### config.mk
export PLATFORM = sky130hd
export DESIGN_NAME = switch_port_flow_control_cfg
export DESIGN_NICKNAME = d
export VERILOG_FILES = /design/src/design/fc_cfg_pkg.sv /design/src/design/fc_resolve.sv /design/src/design/switch_port_flow_control_cfg.sv
export SDC_FILE = /design/constraint.sdc
export NUM_CORES = 1
export LEC_CHECK = 0
export BUFFER_PORTS_ARGS = -buffer_cell sky130_fd_sc_hd__buf_4
export CELL_PAD_IN_SITES_DETAIL_PLACEMENT = 0
export CELL_PAD_IN_SITES_GLOBAL_PLACEMENT = 2
export CORE_MARGIN = 5
export CORE_UTILIZATION = 21
export DETAILED_ROUTE_END_ITERATION = 12
export PLACE_DENSITY_LB_ADDON = 0.1
export RECOVER_POWER = 50
export SYNTH_ARGS = -nofsm -noshare
export SYNTH_HDL_FRONTEND = slang
export SYNTH_SLANG_ARGS = --single-unit
### constraint.sdc
create_clock -name CLK -period 1.95 [get_ports CLK]
set_input_delay 0.2925 -clock CLK [delete_from_list [all_inputs] [get_ports CLK]]
set_output_delay 0.2925 -clock CLK [all_outputs]
set_load 0.05 [all_outputs]
### src/design/fc_cfg_pkg.sv
// Package: register map, field positions and reset values for the port flow control registers
package fc_cfg_pkg;

	// Port count and index of each switch fabric port
	localparam int         NUM_PORTS      = 3;
	localparam logic [1:0] PORT_MII       = 2'h0;
	localparam logic [1:0] PORT_ONE       = 2'h1;
	localparam logic [1:0] PORT_TWO       = 2'h2;

	// Byte offsets of the three flow control registers
	localparam logic [11:0] OFS_PORT1_FC   = 12'h1A0;
	localparam logic [11:0] OFS_PORT2_FC   = 12'h1A4;
	localparam logic [11:0] OFS_PORT0_FC   = 12'h1A8;

	// Field positions inside each register
	localparam int BIT_MANUAL_SEL = 0;
	localparam int BIT_TX_PAUSE   = 1;
	localparam int BIT_RX_PAUSE   = 2;
	localparam int BIT_CUR_TX     = 3;
	localparam int BIT_CUR_RX     = 4;
	localparam int BIT_CUR_DUP    = 5;
	localparam int BIT_BP_EN      = 6;
	localparam int FIELD_WIDTH    = 7;

	// Reset values of bus-side state and of the resolver outputs
	localparam logic [31:0] RDATA_RESET    = 32'h0000_0000;
	localparam logic [2:0]  FLAGS_RESET    = 3'h0;
	localparam logic        OUT_RESET      = 1'h0;

	// AHB-Lite encodings
	localparam int         HTRANS_ACTIVE = 1;
	localparam logic [1:0] HRESP_OKAY    = 2'h0;

	// Map a bus address to a port index, top bit set on a hit
	function automatic logic [2:0] decode_port(input logic [31:0] addr);
		logic [11:0] word;
		word = {addr[11:2], 2'h0};
		if (word == OFS_PORT1_FC) begin
			decode_port = {1'b1, PORT_ONE};
		end else if (word == OFS_PORT2_FC) begin
			decode_port = {1'b1, PORT_TWO};
		end else if (word == OFS_PORT0_FC) begin
			decode_port = {1'b1, PORT_MII};
		end else begin
			decode_port = 3'h0;
		end
	endfunction

endpackage

### src/design/fc_resolve.sv
// Per-port flow control resolution: picks manual or negotiated pause settings and gates by duplex
`timescale 1ns/100ps
module fc_resolve
	import fc_cfg_pkg::*;
(
	// Clock, reset, enable
	input  wire logic clk,
	input  wire logic rst,
	input  wire logic ce,
	// Software settings
	input  wire logic manual_sel,
	input  wire logic rx_pause_en,
	input  wire logic tx_pause_en,
	input  wire logic backpressure_en,
	// Link state
	input  wire logic autoneg_en,
	input  wire logic duplex_half,
	input  wire logic an_rx_pause,
	input  wire logic an_tx_pause,
	// Settings in effect
	output logic      cur_duplex,
	output logic      cur_rx_pause,
	output logic      cur_tx_pause,
	output logic      backpressure_on
);

	logic cur_duplex_nxt;
	logic cur_rx_nxt;
	logic cur_tx_nxt;
	logic bp_on_nxt;

	// Pick the pause source, then gate pause by full duplex and backpressure by half duplex
	always_comb begin
		cur_duplex_nxt = duplex_half;
		bp_on_nxt      = backpressure_en & duplex_half;
		if (duplex_half) begin
			cur_rx_nxt = 1'b0;
			cur_tx_nxt = 1'b0;
		end else if (manual_sel || !autoneg_en) begin
			cur_rx_nxt = rx_pause_en;
			cur_tx_nxt = tx_pause_en;
		end else begin
			cur_rx_nxt = an_rx_pause;
			cur_tx_nxt = an_tx_pause;
		end
	end

	// Register the settings in effect; reset holds everything off until the link state is seen
	always_ff @(posedge clk) begin
		if (rst) begin
			cur_duplex      <= OUT_RESET;
			cur_rx_pause    <= OUT_RESET;
			cur_tx_pause    <= OUT_RESET;
			backpressure_on <= OUT_RESET;
		end else if (ce) begin
			cur_duplex      <= cur_duplex_nxt;
			cur_rx_pause    <= cur_rx_nxt;
			cur_tx_pause    <= cur_tx_nxt;
			backpressure_on <= bp_on_nxt;
		end
	end

	// Checks on the resolution, one cycle after a clean enabled cycle
	a_pause_fd_only: assert property (@(posedge clk) disable iff (rst)
		($past(ce) && !$past(rst) && $past(duplex_half)) |-> !(cur_rx_pause || cur_tx_pause))
		else $error("pause active in half duplex");
	a_manual_pick: assert property (@(posedge clk) disable iff (rst)
		($past(ce) && !$past(rst) && $past(manual_sel) && !$past(duplex_half))
		|-> (cur_rx_pause == $past(rx_pause_en)) && (cur_tx_pause == $past(tx_pause_en)))
		else $error("manual pause bits not applied");
	a_autoneg_pick: assert property (@(posedge clk) disable iff (rst)
		($past(ce) && !$past(rst) && !$past(manual_sel) && $past(autoneg_en) && !$past(duplex_half))
		|-> (cur_rx_pause == $past(an_rx_pause)) && (cur_tx_pause == $past(an_tx_pause)))
		else $error("negotiated pause not applied");
	a_an_off_pick: assert property (@(posedge clk) disable iff (rst)
		($past(ce) && !$past(rst) && !$past(autoneg_en) && !$past(duplex_half))
		|-> (cur_rx_pause == $past(rx_pause_en)) && (cur_tx_pause == $past(tx_pause_en)))
		else $error("pause bits ignored with negotiation off");
	a_bp_gate: assert property (@(posedge clk) disable iff (rst)
		($past(ce) && !$past(rst)) |-> (backpressure_on == ($past(backpressure_en) && $past(duplex_half))))
		else $error("backpressure gating wrong");
	a_dup_report: assert property (@(posedge clk) disable iff (rst)
		($past(ce) && !$past(rst)) |-> (cur_duplex == $past(duplex_half)))
		else $error("duplex report stale");

endmodule

### src/design/switch_port_flow_control_cfg.sv
// Flow control configuration registers for the three switch ports, AHB-Lite slave
//
// Chosen here: the AHB-Lite interface to the registers.
`timescale 1ns/100ps
// Operation
// - One flow control register per switch port, three ports, all bus mapped.
// - Bit 6 read/write enables half-duplex backpressure on the port.
// - Read-only bit 5 shows duplex in effect: 0 full, 1 half.
// - Read-only bit 4 shows whether receive pause is in effect.
// - Read-only bit 3 shows whether transmit pause is in effect.
// - Bit 2 enables pause frame detection under manual select or negotiation off.
// - Bit 1 enables pause frame generation under manual select or negotiation off.
// - Select clear with negotiation on uses negotiated result; otherwise the enable bits.
// - Select set applies manual pause enables whenever the port runs full duplex.
// - Fields load from straps at reset and reload when the loader rewrites straps.
// - Writes here never alter the PHY advertisement flow control fields.
// - Reads return flow control settings in effect, manual or negotiated.
// - Bits 31 to 7 are reserved, read-only, read as zero.
module switch_port_flow_control_cfg
	import fc_cfg_pkg::*;
(
	// Clock, reset, clock enable
	input  wire logic        CLK,
	input  wire logic        RST,
	input  wire logic        CE,
	// AHB-Lite slave
	input  wire logic        HSEL,
	input  wire logic [31:0] HADDR,
	input  wire logic [1:0]  HTRANS,
	input  wire logic        HWRITE,
	input  wire logic [2:0]  HSIZE,
	input  wire logic [31:0] HWDATA,
	input  wire logic        HREADY,
	output logic      [31:0] HRDATA,
	output logic             HREADYOUT,
	output logic      [1:0]  HRESP,
	// Configuration straps, indexed by port number
	input  wire logic [2:0]  BACKPRESSURE_STRAP,
	input  wire logic [2:0]  FD_PAUSE_STRAP,
	input  wire logic [2:0]  MANUAL_SELECT_STRAP,
	input  wire logic        STRAP_RELOAD,
	// Link state from the port MACs and PHYs
	input  wire logic [2:0]  AUTONEG_EN,
	input  wire logic [2:0]  DUPLEX_HALF,
	input  wire logic [2:0]  AN_RX_PAUSE,
	input  wire logic [2:0]  AN_TX_PAUSE,
	// Flow control in effect, to the switch fabric
	output logic      [2:0]  BACKPRESSURE_ON,
	output logic      [2:0]  RX_PAUSE_ON,
	output logic      [2:0]  TX_PAUSE_ON
);

	// Software-visible fields, one bit per port
	logic [2:0]  manual_r;
	logic [2:0]  manual_nxt;
	logic [2:0]  rx_en_r;
	logic [2:0]  rx_en_nxt;
	logic [2:0]  tx_en_r;
	logic [2:0]  tx_en_nxt;
	logic [2:0]  bp_en_r;
	logic [2:0]  bp_en_nxt;
	// Bus data phase state
	logic        wr_pend_r;
	logic        wr_pend_nxt;
	logic [1:0]  wr_port_r;
	logic [1:0]  wr_port_nxt;
	logic [31:0] rdata_r;
	logic [31:0] rdata_nxt;
	// Settings in effect, from the resolvers
	logic [2:0]  cur_dup;
	logic [2:0]  cur_rx;
	logic [2:0]  cur_tx;
	// Address phase decode
	logic        addr_taken;
	logic [2:0]  dec;

	// Address phase is taken only while enabled, since HREADYOUT follows CE
	assign addr_taken = HSEL && HREADY && HTRANS[HTRANS_ACTIVE] && CE;
	assign dec        = decode_port(HADDR);

	// Bus answers: zero wait states, stalled while frozen, always OKAY
	assign HREADYOUT = CE;
	assign HRESP     = HRESP_OKAY;
	assign HRDATA    = rdata_r;

	// Fields, write data phase, strap reload and read capture
	always_comb begin
		manual_nxt  = manual_r;
		rx_en_nxt   = rx_en_r;
		tx_en_nxt   = tx_en_r;
		bp_en_nxt   = bp_en_r;
		wr_pend_nxt = 1'b0;
		wr_port_nxt = wr_port_r;
		rdata_nxt   = rdata_r;
		if (RST) begin
			manual_nxt  = MANUAL_SELECT_STRAP;
			rx_en_nxt   = FD_PAUSE_STRAP;
			tx_en_nxt   = FD_PAUSE_STRAP;
			bp_en_nxt   = BACKPRESSURE_STRAP;
			wr_port_nxt = PORT_MII;
			rdata_nxt   = RDATA_RESET;
		end else begin
			// Write data stands in the cycle after the address phase
			if (wr_pend_r) begin
				manual_nxt[wr_port_r] = HWDATA[BIT_MANUAL_SEL];
				tx_en_nxt[wr_port_r]  = HWDATA[BIT_TX_PAUSE];
				rx_en_nxt[wr_port_r]  = HWDATA[BIT_RX_PAUSE];
				bp_en_nxt[wr_port_r]  = HWDATA[BIT_BP_EN];
			end
			// Loader rewrite wins over a software write in the same cycle
			if (STRAP_RELOAD) begin
				manual_nxt = MANUAL_SELECT_STRAP;
				rx_en_nxt  = FD_PAUSE_STRAP;
				tx_en_nxt  = FD_PAUSE_STRAP;
				bp_en_nxt  = BACKPRESSURE_STRAP;
			end
			if (addr_taken) begin
				wr_pend_nxt = HWRITE && dec[2];
				wr_port_nxt = dec[1:0];
				// Read from next values so a write just before is seen back to back
				if (!HWRITE) begin
					rdata_nxt = RDATA_RESET;
					if (dec[2]) begin
						rdata_nxt[BIT_MANUAL_SEL] = manual_nxt[dec[1:0]];
						rdata_nxt[BIT_TX_PAUSE]   = tx_en_nxt[dec[1:0]];
						rdata_nxt[BIT_RX_PAUSE]   = rx_en_nxt[dec[1:0]];
						rdata_nxt[BIT_CUR_TX]     = cur_tx[dec[1:0]];
						rdata_nxt[BIT_CUR_RX]     = cur_rx[dec[1:0]];
						rdata_nxt[BIT_CUR_DUP]    = cur_dup[dec[1:0]];
						rdata_nxt[BIT_BP_EN]      = bp_en_nxt[dec[1:0]];
					end
				end
			end
		end
	end

	// Register stage; reset acts even while frozen so straps are always caught
	always_ff @(posedge CLK) begin
		if (RST || CE) begin
			manual_r  <= manual_nxt;
			rx_en_r   <= rx_en_nxt;
			tx_en_r   <= tx_en_nxt;
			bp_en_r   <= bp_en_nxt;
			wr_pend_r <= wr_pend_nxt;
			wr_port_r <= wr_port_nxt;
			rdata_r   <= rdata_nxt;
		end
	end

	// One resolver per port; nothing here drives the PHY advertisement, so it stays untouched
	genvar gp;
	generate
		for (gp = 0; gp < NUM_PORTS; gp++) begin : g_port
			fc_resolve u_resolve (
				.clk             (CLK),
				.rst             (RST),
				.ce              (CE),
				.manual_sel      (manual_r[gp]),
				.rx_pause_en     (rx_en_r[gp]),
				.tx_pause_en     (tx_en_r[gp]),
				.backpressure_en (bp_en_r[gp]),
				.autoneg_en      (AUTONEG_EN[gp]),
				.duplex_half     (DUPLEX_HALF[gp]),
				.an_rx_pause     (AN_RX_PAUSE[gp]),
				.an_tx_pause     (AN_TX_PAUSE[gp]),
				.cur_duplex      (cur_dup[gp]),
				.cur_rx_pause    (cur_rx[gp]),
				.cur_tx_pause    (cur_tx[gp]),
				.backpressure_on (BACKPRESSURE_ON[gp])
			);
		end
	endgenerate

	// Settings in effect go straight to the fabric
	assign RX_PAUSE_ON = cur_rx;
	assign TX_PAUSE_ON = cur_tx;

	// Checks on the register file
	a_reserved_zero: assert property (@(posedge CLK) disable iff (RST)
		HRDATA[31:FIELD_WIDTH] == 25'h0)
		else $error("reserved read bits not zero");
	a_write_stores: assert property (@(posedge CLK) disable iff (RST)
		(wr_pend_r && CE && !STRAP_RELOAD) |=> (bp_en_r[$past(wr_port_r)] == $past(HWDATA[BIT_BP_EN]))
		&& (manual_r[$past(wr_port_r)] == $past(HWDATA[BIT_MANUAL_SEL])))
		else $error("written field not stored");
	a_strap_reload: assert property (@(posedge CLK) disable iff (RST)
		(STRAP_RELOAD && CE) |=> (manual_r == $past(MANUAL_SELECT_STRAP))
		&& (rx_en_r == $past(FD_PAUSE_STRAP)) && (bp_en_r == $past(BACKPRESSURE_STRAP)))
		else $error("strap reload not applied");
	a_read_live: assert property (@(posedge CLK) disable iff (RST)
		(addr_taken && !HWRITE && dec[2]) |=> (HRDATA[BIT_CUR_RX] == $past(cur_rx[dec[1:0]]))
		&& (HRDATA[BIT_CUR_TX] == $past(cur_tx[dec[1:0]])))
		else $error("read misses settings in effect");
	a_unmapped_zero: assert property (@(posedge CLK) disable iff (RST)
		(addr_taken && !HWRITE && !dec[2]) |=> (HRDATA == RDATA_RESET) && !wr_pend_r)
		else $error("unmapped read not zero");

endmodule

======== Yosys cells after proc, flatten, opt, wreduce, memory -nomap -nowiden ========
Index checks and enable logic that the tools add are counted.
operators by class
  equal/unequal tests ..................... 4
  bitwise logic cells ..................... 4
  mux-type cells .......................... 55
  reductions and logical operators ........ 16
  $lt $le $gt $ge ......................... 3
operators by type and width
  cell                 count
  $mux 32              2
  $mux 3               19
  $eq 10x7->1 const B  3
  $mux 1               20
  $bmux 1 s2           7
  $bwmux 3             4
  $mux 7               1
  $lt 2x3->1 const B   2
  $logic_and 1x1->1    5
  $logic_or 1x1->1     4
  $and 1x1->1          3
  $logic_not 1->1      3
  $reduce_and 3->1     1
  $demux 1 s2          1
  $ge 2x1->1 const B   1
  $mux 2               1
  $ne 2x2->1 const B   1
  $reduce_and 2->1     1
  $reduce_bool 2->1    1
  $reduce_or 2->1      1
  $not 1->1            1
storage, ports and cells
  bits in registers ....................... 59
  input bits .............................. 97
  output and inout bits ................... 44

======== Longest topological paths before layout ========
  word-level depth ........................ 13
  gate-level depth with buffers ........... 5
  gate-level depth less buffers ........... 4

======== Cells and area by module ========
A second synthesis with hierarchy kept.
second synthesis, totals
  cell total of the unflattened synthesis .. 209
  area total of the unflattened synthesis .. 2063.2 sq um
by module, submodules not included
  module                        seq. area each (sq um)  times used  area an instance (sq um)  cells an instance
  switch_port_flow_control_cfg  660.6                   1           1552.7                    158
  fc_resolve                    80.1                    3           170.2                     17

======== Least setup slack after synthesis ========
Ideal clock, no wire load.
  kind .................................... input to register
  start ................................... in CE
  end ..................................... reg rdata_r[0] (netlist: HRDATA[0]) (enable)
  path buffers ............................ 2
  stages on the path ...................... 4
  required time ........................... 1569 ps
  arrival ................................. 1630 ps
  setup slack ............................. -60 ps
  library setup time ...................... 381 ps
  cells stage by stage .................... clkbuf_1 clkbuf_1 nand4_1 o21ai_0
between the ends
  word-level cells in the longest chain between the ends .. 3
  elaborated cells between the ends (all ways) .. 4
  classes of those cells .................. reduce/logical (4)
RTL lines
  element                         RTL line                             RTL
  start: declaration              switch_port_flow_control_cfg.sv:25   input wire logic CE,
  $logic_and 1x1->1               switch_port_flow_control_cfg.sv:78   assign addr_taken = HSEL && HREADY && HTRANS[HTRANS_ACTIVE] && CE;
  $reduce_bool 2->1 (no line)     n/a
  $reduce_and 3->1 (no line) (*)  n/a
  end signal: assignment          switch_port_flow_control_cfg.sv:146  rdata_r <= rdata_nxt;
  end: declaration                switch_port_flow_control_cfg.sv:67   logic [31:0] rdata_r;
Mark *: on every way between the ends. The rest lies on a longest branch, timed or not.
A chain may end at the register's enable or synchronous reset.

======== Final worst setup path ========
  start ................................... reg wr_port_r[0]
  end ..................................... reg manual_r[0] (data pin)
between the ends
  word-level cells in the longest chain between the ends .. 9
  elaborated cells between the ends (all ways) .. 10
  classes of those cells .................. order compare (2); mux (7); reduce/logical (1)
RTL lines
  element                                                         RTL line                             RTL
  start: declaration                                              switch_port_flow_control_cfg.sv:65   logic [1:0] wr_port_r;
  start signal: assignment                                        switch_port_flow_control_cfg.sv:145  wr_port_r <= wr_port_nxt;
  $lt 2x3->1 (implied by the code) or $ge 2x1->1 (tied branches)  switch_port_flow_control_cfg.sv:105  manual_nxt[wr_port_r] = HWDATA[BIT_MANUAL_SEL];
  $logic_and 1x1->1 (implied by the code)                         switch_port_flow_control_cfg.sv:105
  $mux 1 (implied by the code)                                    switch_port_flow_control_cfg.sv:105
  $demux 1 s2 (*)                                                 switch_port_flow_control_cfg.sv:105
  $bwmux 3 (*)                                                    switch_port_flow_control_cfg.sv:105
  $mux 3 (*)                                                      switch_port_flow_control_cfg.sv:104  if (wr_pend_r) begin
  $mux 3 (*)                                                      switch_port_flow_control_cfg.sv:111  if (STRAP_RELOAD) begin
  $mux 3 (*) (2 in series)                                        switch_port_flow_control_cfg.sv:95   if (RST) begin
  via manual_nxt[0]                                               switch_port_flow_control_cfg.sv:55   logic [2:0] manual_nxt;
  end signal: assignment                                          switch_port_flow_control_cfg.sv:140  manual_r <= manual_nxt;
  end: declaration                                                switch_port_flow_control_cfg.sv:54   logic [2:0] manual_r;
The timed path passes the listed nets; every way through them passes the cells marked *. The select of a mux whose other input is x is not followed.

==> out/qor.log <==
qor: pwr.cellLeakagePower 0.00113 uW
qor: cts.clock_sinks 34
qor: placement.gp_congestion 0.707
qor: die.die-width 112 um
qor: sta.tns 0 ns
qor: yosys.yosys_warnings 0
qor: sta.max_freq 563 MHz
qor: yosys.combined_area_of_all_synthesized_cells 2190 um^2
qor: yosys.synth_top_family_by_area simple AND/OR/NAND/NOR gates
qor: layout.antennaDiodeCount 0
qor: worst_setup_path.cp-start-kind flip-flop
qor: cts.htree_num_levels 2
qor: global_route.gr-usage-all-layers 10.5%
qor: placement.quantity_of_i_o_buffers_inserted_on_ports 59
qor: pwr.p_per_area 725 nW/um^2
qor: global_route.maximum_number_of_pins_on_one_net_before_global_route_repair 25
qor: die.fp-row-count 37
qor: cts.cts_max_path_buffers 2
qor: layout.nets 377
qor: placement.dpl.hpwl 5.31 mm
qor: worst_setup_path.cp_max_fo 5
qor: worst_setup_path.worst_r2r_endpoint manual_r[0]
qor: global_route.vias_in_the_first_global_route 1758
qor: cts.clock_tree_from_tritoncts done
qor: sta.unrepaired_setup_endpoints_after_global_routing false
qor: cts.worstSkewPairLatency 0.29 ns
qor: worst_setup_path.criticalPathCategory reg -> reg
qor: cts.clk_pin_slew_worst_paths 0.08 ns
qor: yosys.post_synth_fa_ha_maj_area_fraction 0%
qor: yosys.synth_simple_gate_area_share 19.0%
qor: yosys.synth_sequential_area_ratio 41.2%
qor: cts.cts-hold-fix-buffers 0
qor: run.number_of_max_cap_violations 0
qor: outcome.status finished clean
qor: sta.timing.final.setup_violations 0
qor: detailed_routing.starting_drt_drc_count 79
qor: worst_setup_path.worst_r2r_path_depth 5
qor: yosys.ys_types 39
qor: detailed_routing.drt_first_pass_iters 4
qor: global_route.antenna_found_initial 0
qor: hold_path.hold_path_class in -> reg
qor: sta.skew 0.00497 ns
qor: global_route.global_route.overflow_total 0
qor: sta.fin_hold_ws 0.271 ns
qor: detailed_routing.wire_per_inst 15.9 um
qor: sta.slew_headroom 23.1%
qor: yosys.synth_cells 224
qor: detailed_routing.drt.antenna.violating_nets 0
qor: layout.areaGrowthSynthToFinish 25.3%
qor: sta.finalHoldViolCount 0
qor: sta.report.final.slew_viol_count 0
qor: sta.final.min_clock_period 1.78 ns
qor: placement.place_ws -0.0537 ns
qor: yosys.synth.area.mux_share 10.3%
qor: detailed_routing.number_of_vias_per_cell_after_detailed_routing 4.05
qor: die.io-pin-count 141
qor: worst_setup_path.critPathRequiredTime 1.99 ns
qor: die.fp.coreArea 10200 um^2
qor: sta.finalWorstSetupSlack 0.172 ns
qor: yosys.synth-compound-area-share 12.9%
qor: worst_setup_path.setup.worst_path.end_class flip-flop
qor: die.dieHeight 112 um
qor: die.design.die.area 12600 um^2
qor: sta.fin_crit_sh 91.2%
qor: global_route.first_pass_grt_wire_length 10.1 mm
qor: sta.worstMarginPinSlew 1.15 ns
qor: layout.leading_cell_type_in_the_layout_fill_and_taps_excluded buf_4
qor: layout.layout-drive-gt1-share 27.0%
qor: die.floorplan.initialDensity 21.4%
qor: pwr.vdd.ir_drop.worst 348 uV
qor: layout.commonest_cells_after_routing_fill_and_taps_aside buf_4, conb_1, edfxtp_1
qor: cts.cts_root_buf clkbuf_8
qor: cts.cts-buffers-inserted 5
qor: yosys.syn_area_cell 9.77 um^2
qor: detailed_routing.drcViolationCount 0
qor: yosys.synth-seq-cells 34
qor: worst_setup_path.setup.reg_to_reg.worst_slack 0.17 ns
qor: worst_setup_path.signal_arrival_time_at_the_worst_endpoint 1.81 ns
qor: worst_setup_path.r2r_start wr_port_r[0]
qor: detailed_routing.wirelength 6.62 mm
qor: detailed_routing.detailroute.via_count 1689
qor: worst_setup_path.timing.critical_path.to manual_r[0]
qor: worst_setup_path.worst_setup_path_startpoint wr_port_r[0]
qor: yosys.synth_xor_xnor_area_share 0%
[cell usage after synthesis]
cell / count / area share, %
a221oi_2: 2 / 1.4
nand2b_1: 10 / 2.9
conb_1: 1 / 0.17
edfxtp_1: 22 / 30
nand4bb_4: 1 / 1.3
buf_6: 1 / 0.51
mux2i_1: 18 / 8.2
a211oi_1: 3 / 1.0
a221oi_1: 2 / 0.80
buf_4: 37 / 13
nand4_1: 3 / 0.86
nor3_1: 3 / 0.69
buf_1: 1 / 0.17
nor2_1: 13 / 2.2
a21oi_1: 6 / 1.4
nor2b_1: 5 / 1.4
o22a_1: 2 / 0.80
nor4_2: 1 / 0.57
o22ai_1: 6 / 1.7
nor3_4: 1 / 0.74
and2_1: 6 / 1.7
o21ai_0: 7 / 1.6
o311a_1: 2 / 0.91
o211ai_1: 4 / 1.4
dfxtp_1: 12 / 11
nand3_1: 7 / 1.6
clkbuf_1: 8 / 1.4
a2111o_1: 1 / 0.51
or2_2: 1 / 0.29
nand3b_1: 1 / 0.34
mux2_2: 4 / 2.1
o311ai_0: 2 / 0.80
nand2_1: 13 / 2.2
or4b_4: 1 / 0.63
a31oi_1: 2 / 0.57
and3b_1: 1 / 0.40
inv_1: 10 / 1.7
nor3b_1: 1 / 0.34
or3_1: 3 / 0.86
[final cells by class]
type	count	area, um^2
clock buffer	7	119
fill	1127	7490
inverter	10	37.5
tap	136	170
timing repair buffer	70	480
multi-input combinational	159	1030
clock inverter	1	3.75
sequential	34	901
[metrics by stage]
stage / area [um^2] / instances / power [uW] / utilization, %
after floorplan: 2290 / 250 / 1230 / -
after global placement: 2660 / 409 / 1350 / 26.0
after detailed placement: 2660 / 409 / 1340 / 26.0
after CTS: 2780 / 417 / 2030 / 27.2
after global routing: 2740 / 417 / 2090 / 26.8
final: 2740 / 417 / 1990 / 26.8
[what timing repair did]
| item | CTS | global route |
|---|---|---|
| buffers inserted | 0 | 0 |
| hold endpoints to repair | 0 | 0 |
| endpoints found under the setup margin | 0 | 3 |
| resized for setup | 0 | 1 |
[worst max-delay path: stages, from the launching register on]
cell      delay [ns]
edfxtp_1        0.42
nor3b_2         0.28
buf_4           0.19
mux2_2          0.33
mux2i_1         0.20
o21ai_0         0.11
[routing by layer]
layer	up-vias	global-route usage, %	share of wire, %
met4	0	2.64	0.74
li1	851	-	-
met1	782	13.4	46
met5	-	0	0
met2	52	18.0	49
met3	4	2.59	4.4
[how the worst min path moves through the flow]
stage                     slack [ns]  depth (start not counted)                                   to                                start
after detailed placement        0.46                          2  g_port[1].u_resolve.backpressure_on  g_port[1].u_resolve.backpressure_on
after global placement          0.47                          2  g_port[1].u_resolve.backpressure_on  g_port[1].u_resolve.backpressure_on
after CTS                       0.26                          3       g_port[2].u_resolve.cur_duplex                       DUPLEX_HALF[2]
after floorplan                 0.44                          2       g_port[1].u_resolve.cur_duplex                       DUPLEX_HALF[1]
final                           0.27                          3                          manual_r[2]               MANUAL_SELECT_STRAP[2]
after global routing            0.28                          3                          manual_r[2]               MANUAL_SELECT_STRAP[2]
[registers in the layout (all words and copies together) (netlist names)]
signal                            count
HRDATA                                7
bp_en_r                               3
g_port.u_resolve.backpressure_on      3
g_port.u_resolve.cur_duplex           3
g_port.u_resolve.cur_rx_pause         3
g_port.u_resolve.cur_tx_pause         3
manual_r                              3
rx_en_r                               3
tx_en_r                               3
wr_port_r                             2
wr_pend_r                             1
[cells by family (layout without fill, tap and decap cells)]
| logic type | Yosys count | count (layout) |
|---|---|---|
| compound gates | 39 | 39 |
| buf+inv | 57 | 88 |
| flops | 34 | 34 |
| mux | 22 | 22 |
| other cells | 1 | 27 |
| simple gates | 71 | 71 |
[where the power goes]
part	total, uW	switching, uW	leakage, uW	internal, uW
combinational	461	315	0.000745	145
sequential	850	30.1	0.000323	820
clock	677	274	0.0000622	403
total	1990	619	0.00113	1370
Power figures use the tool's default switching activity.
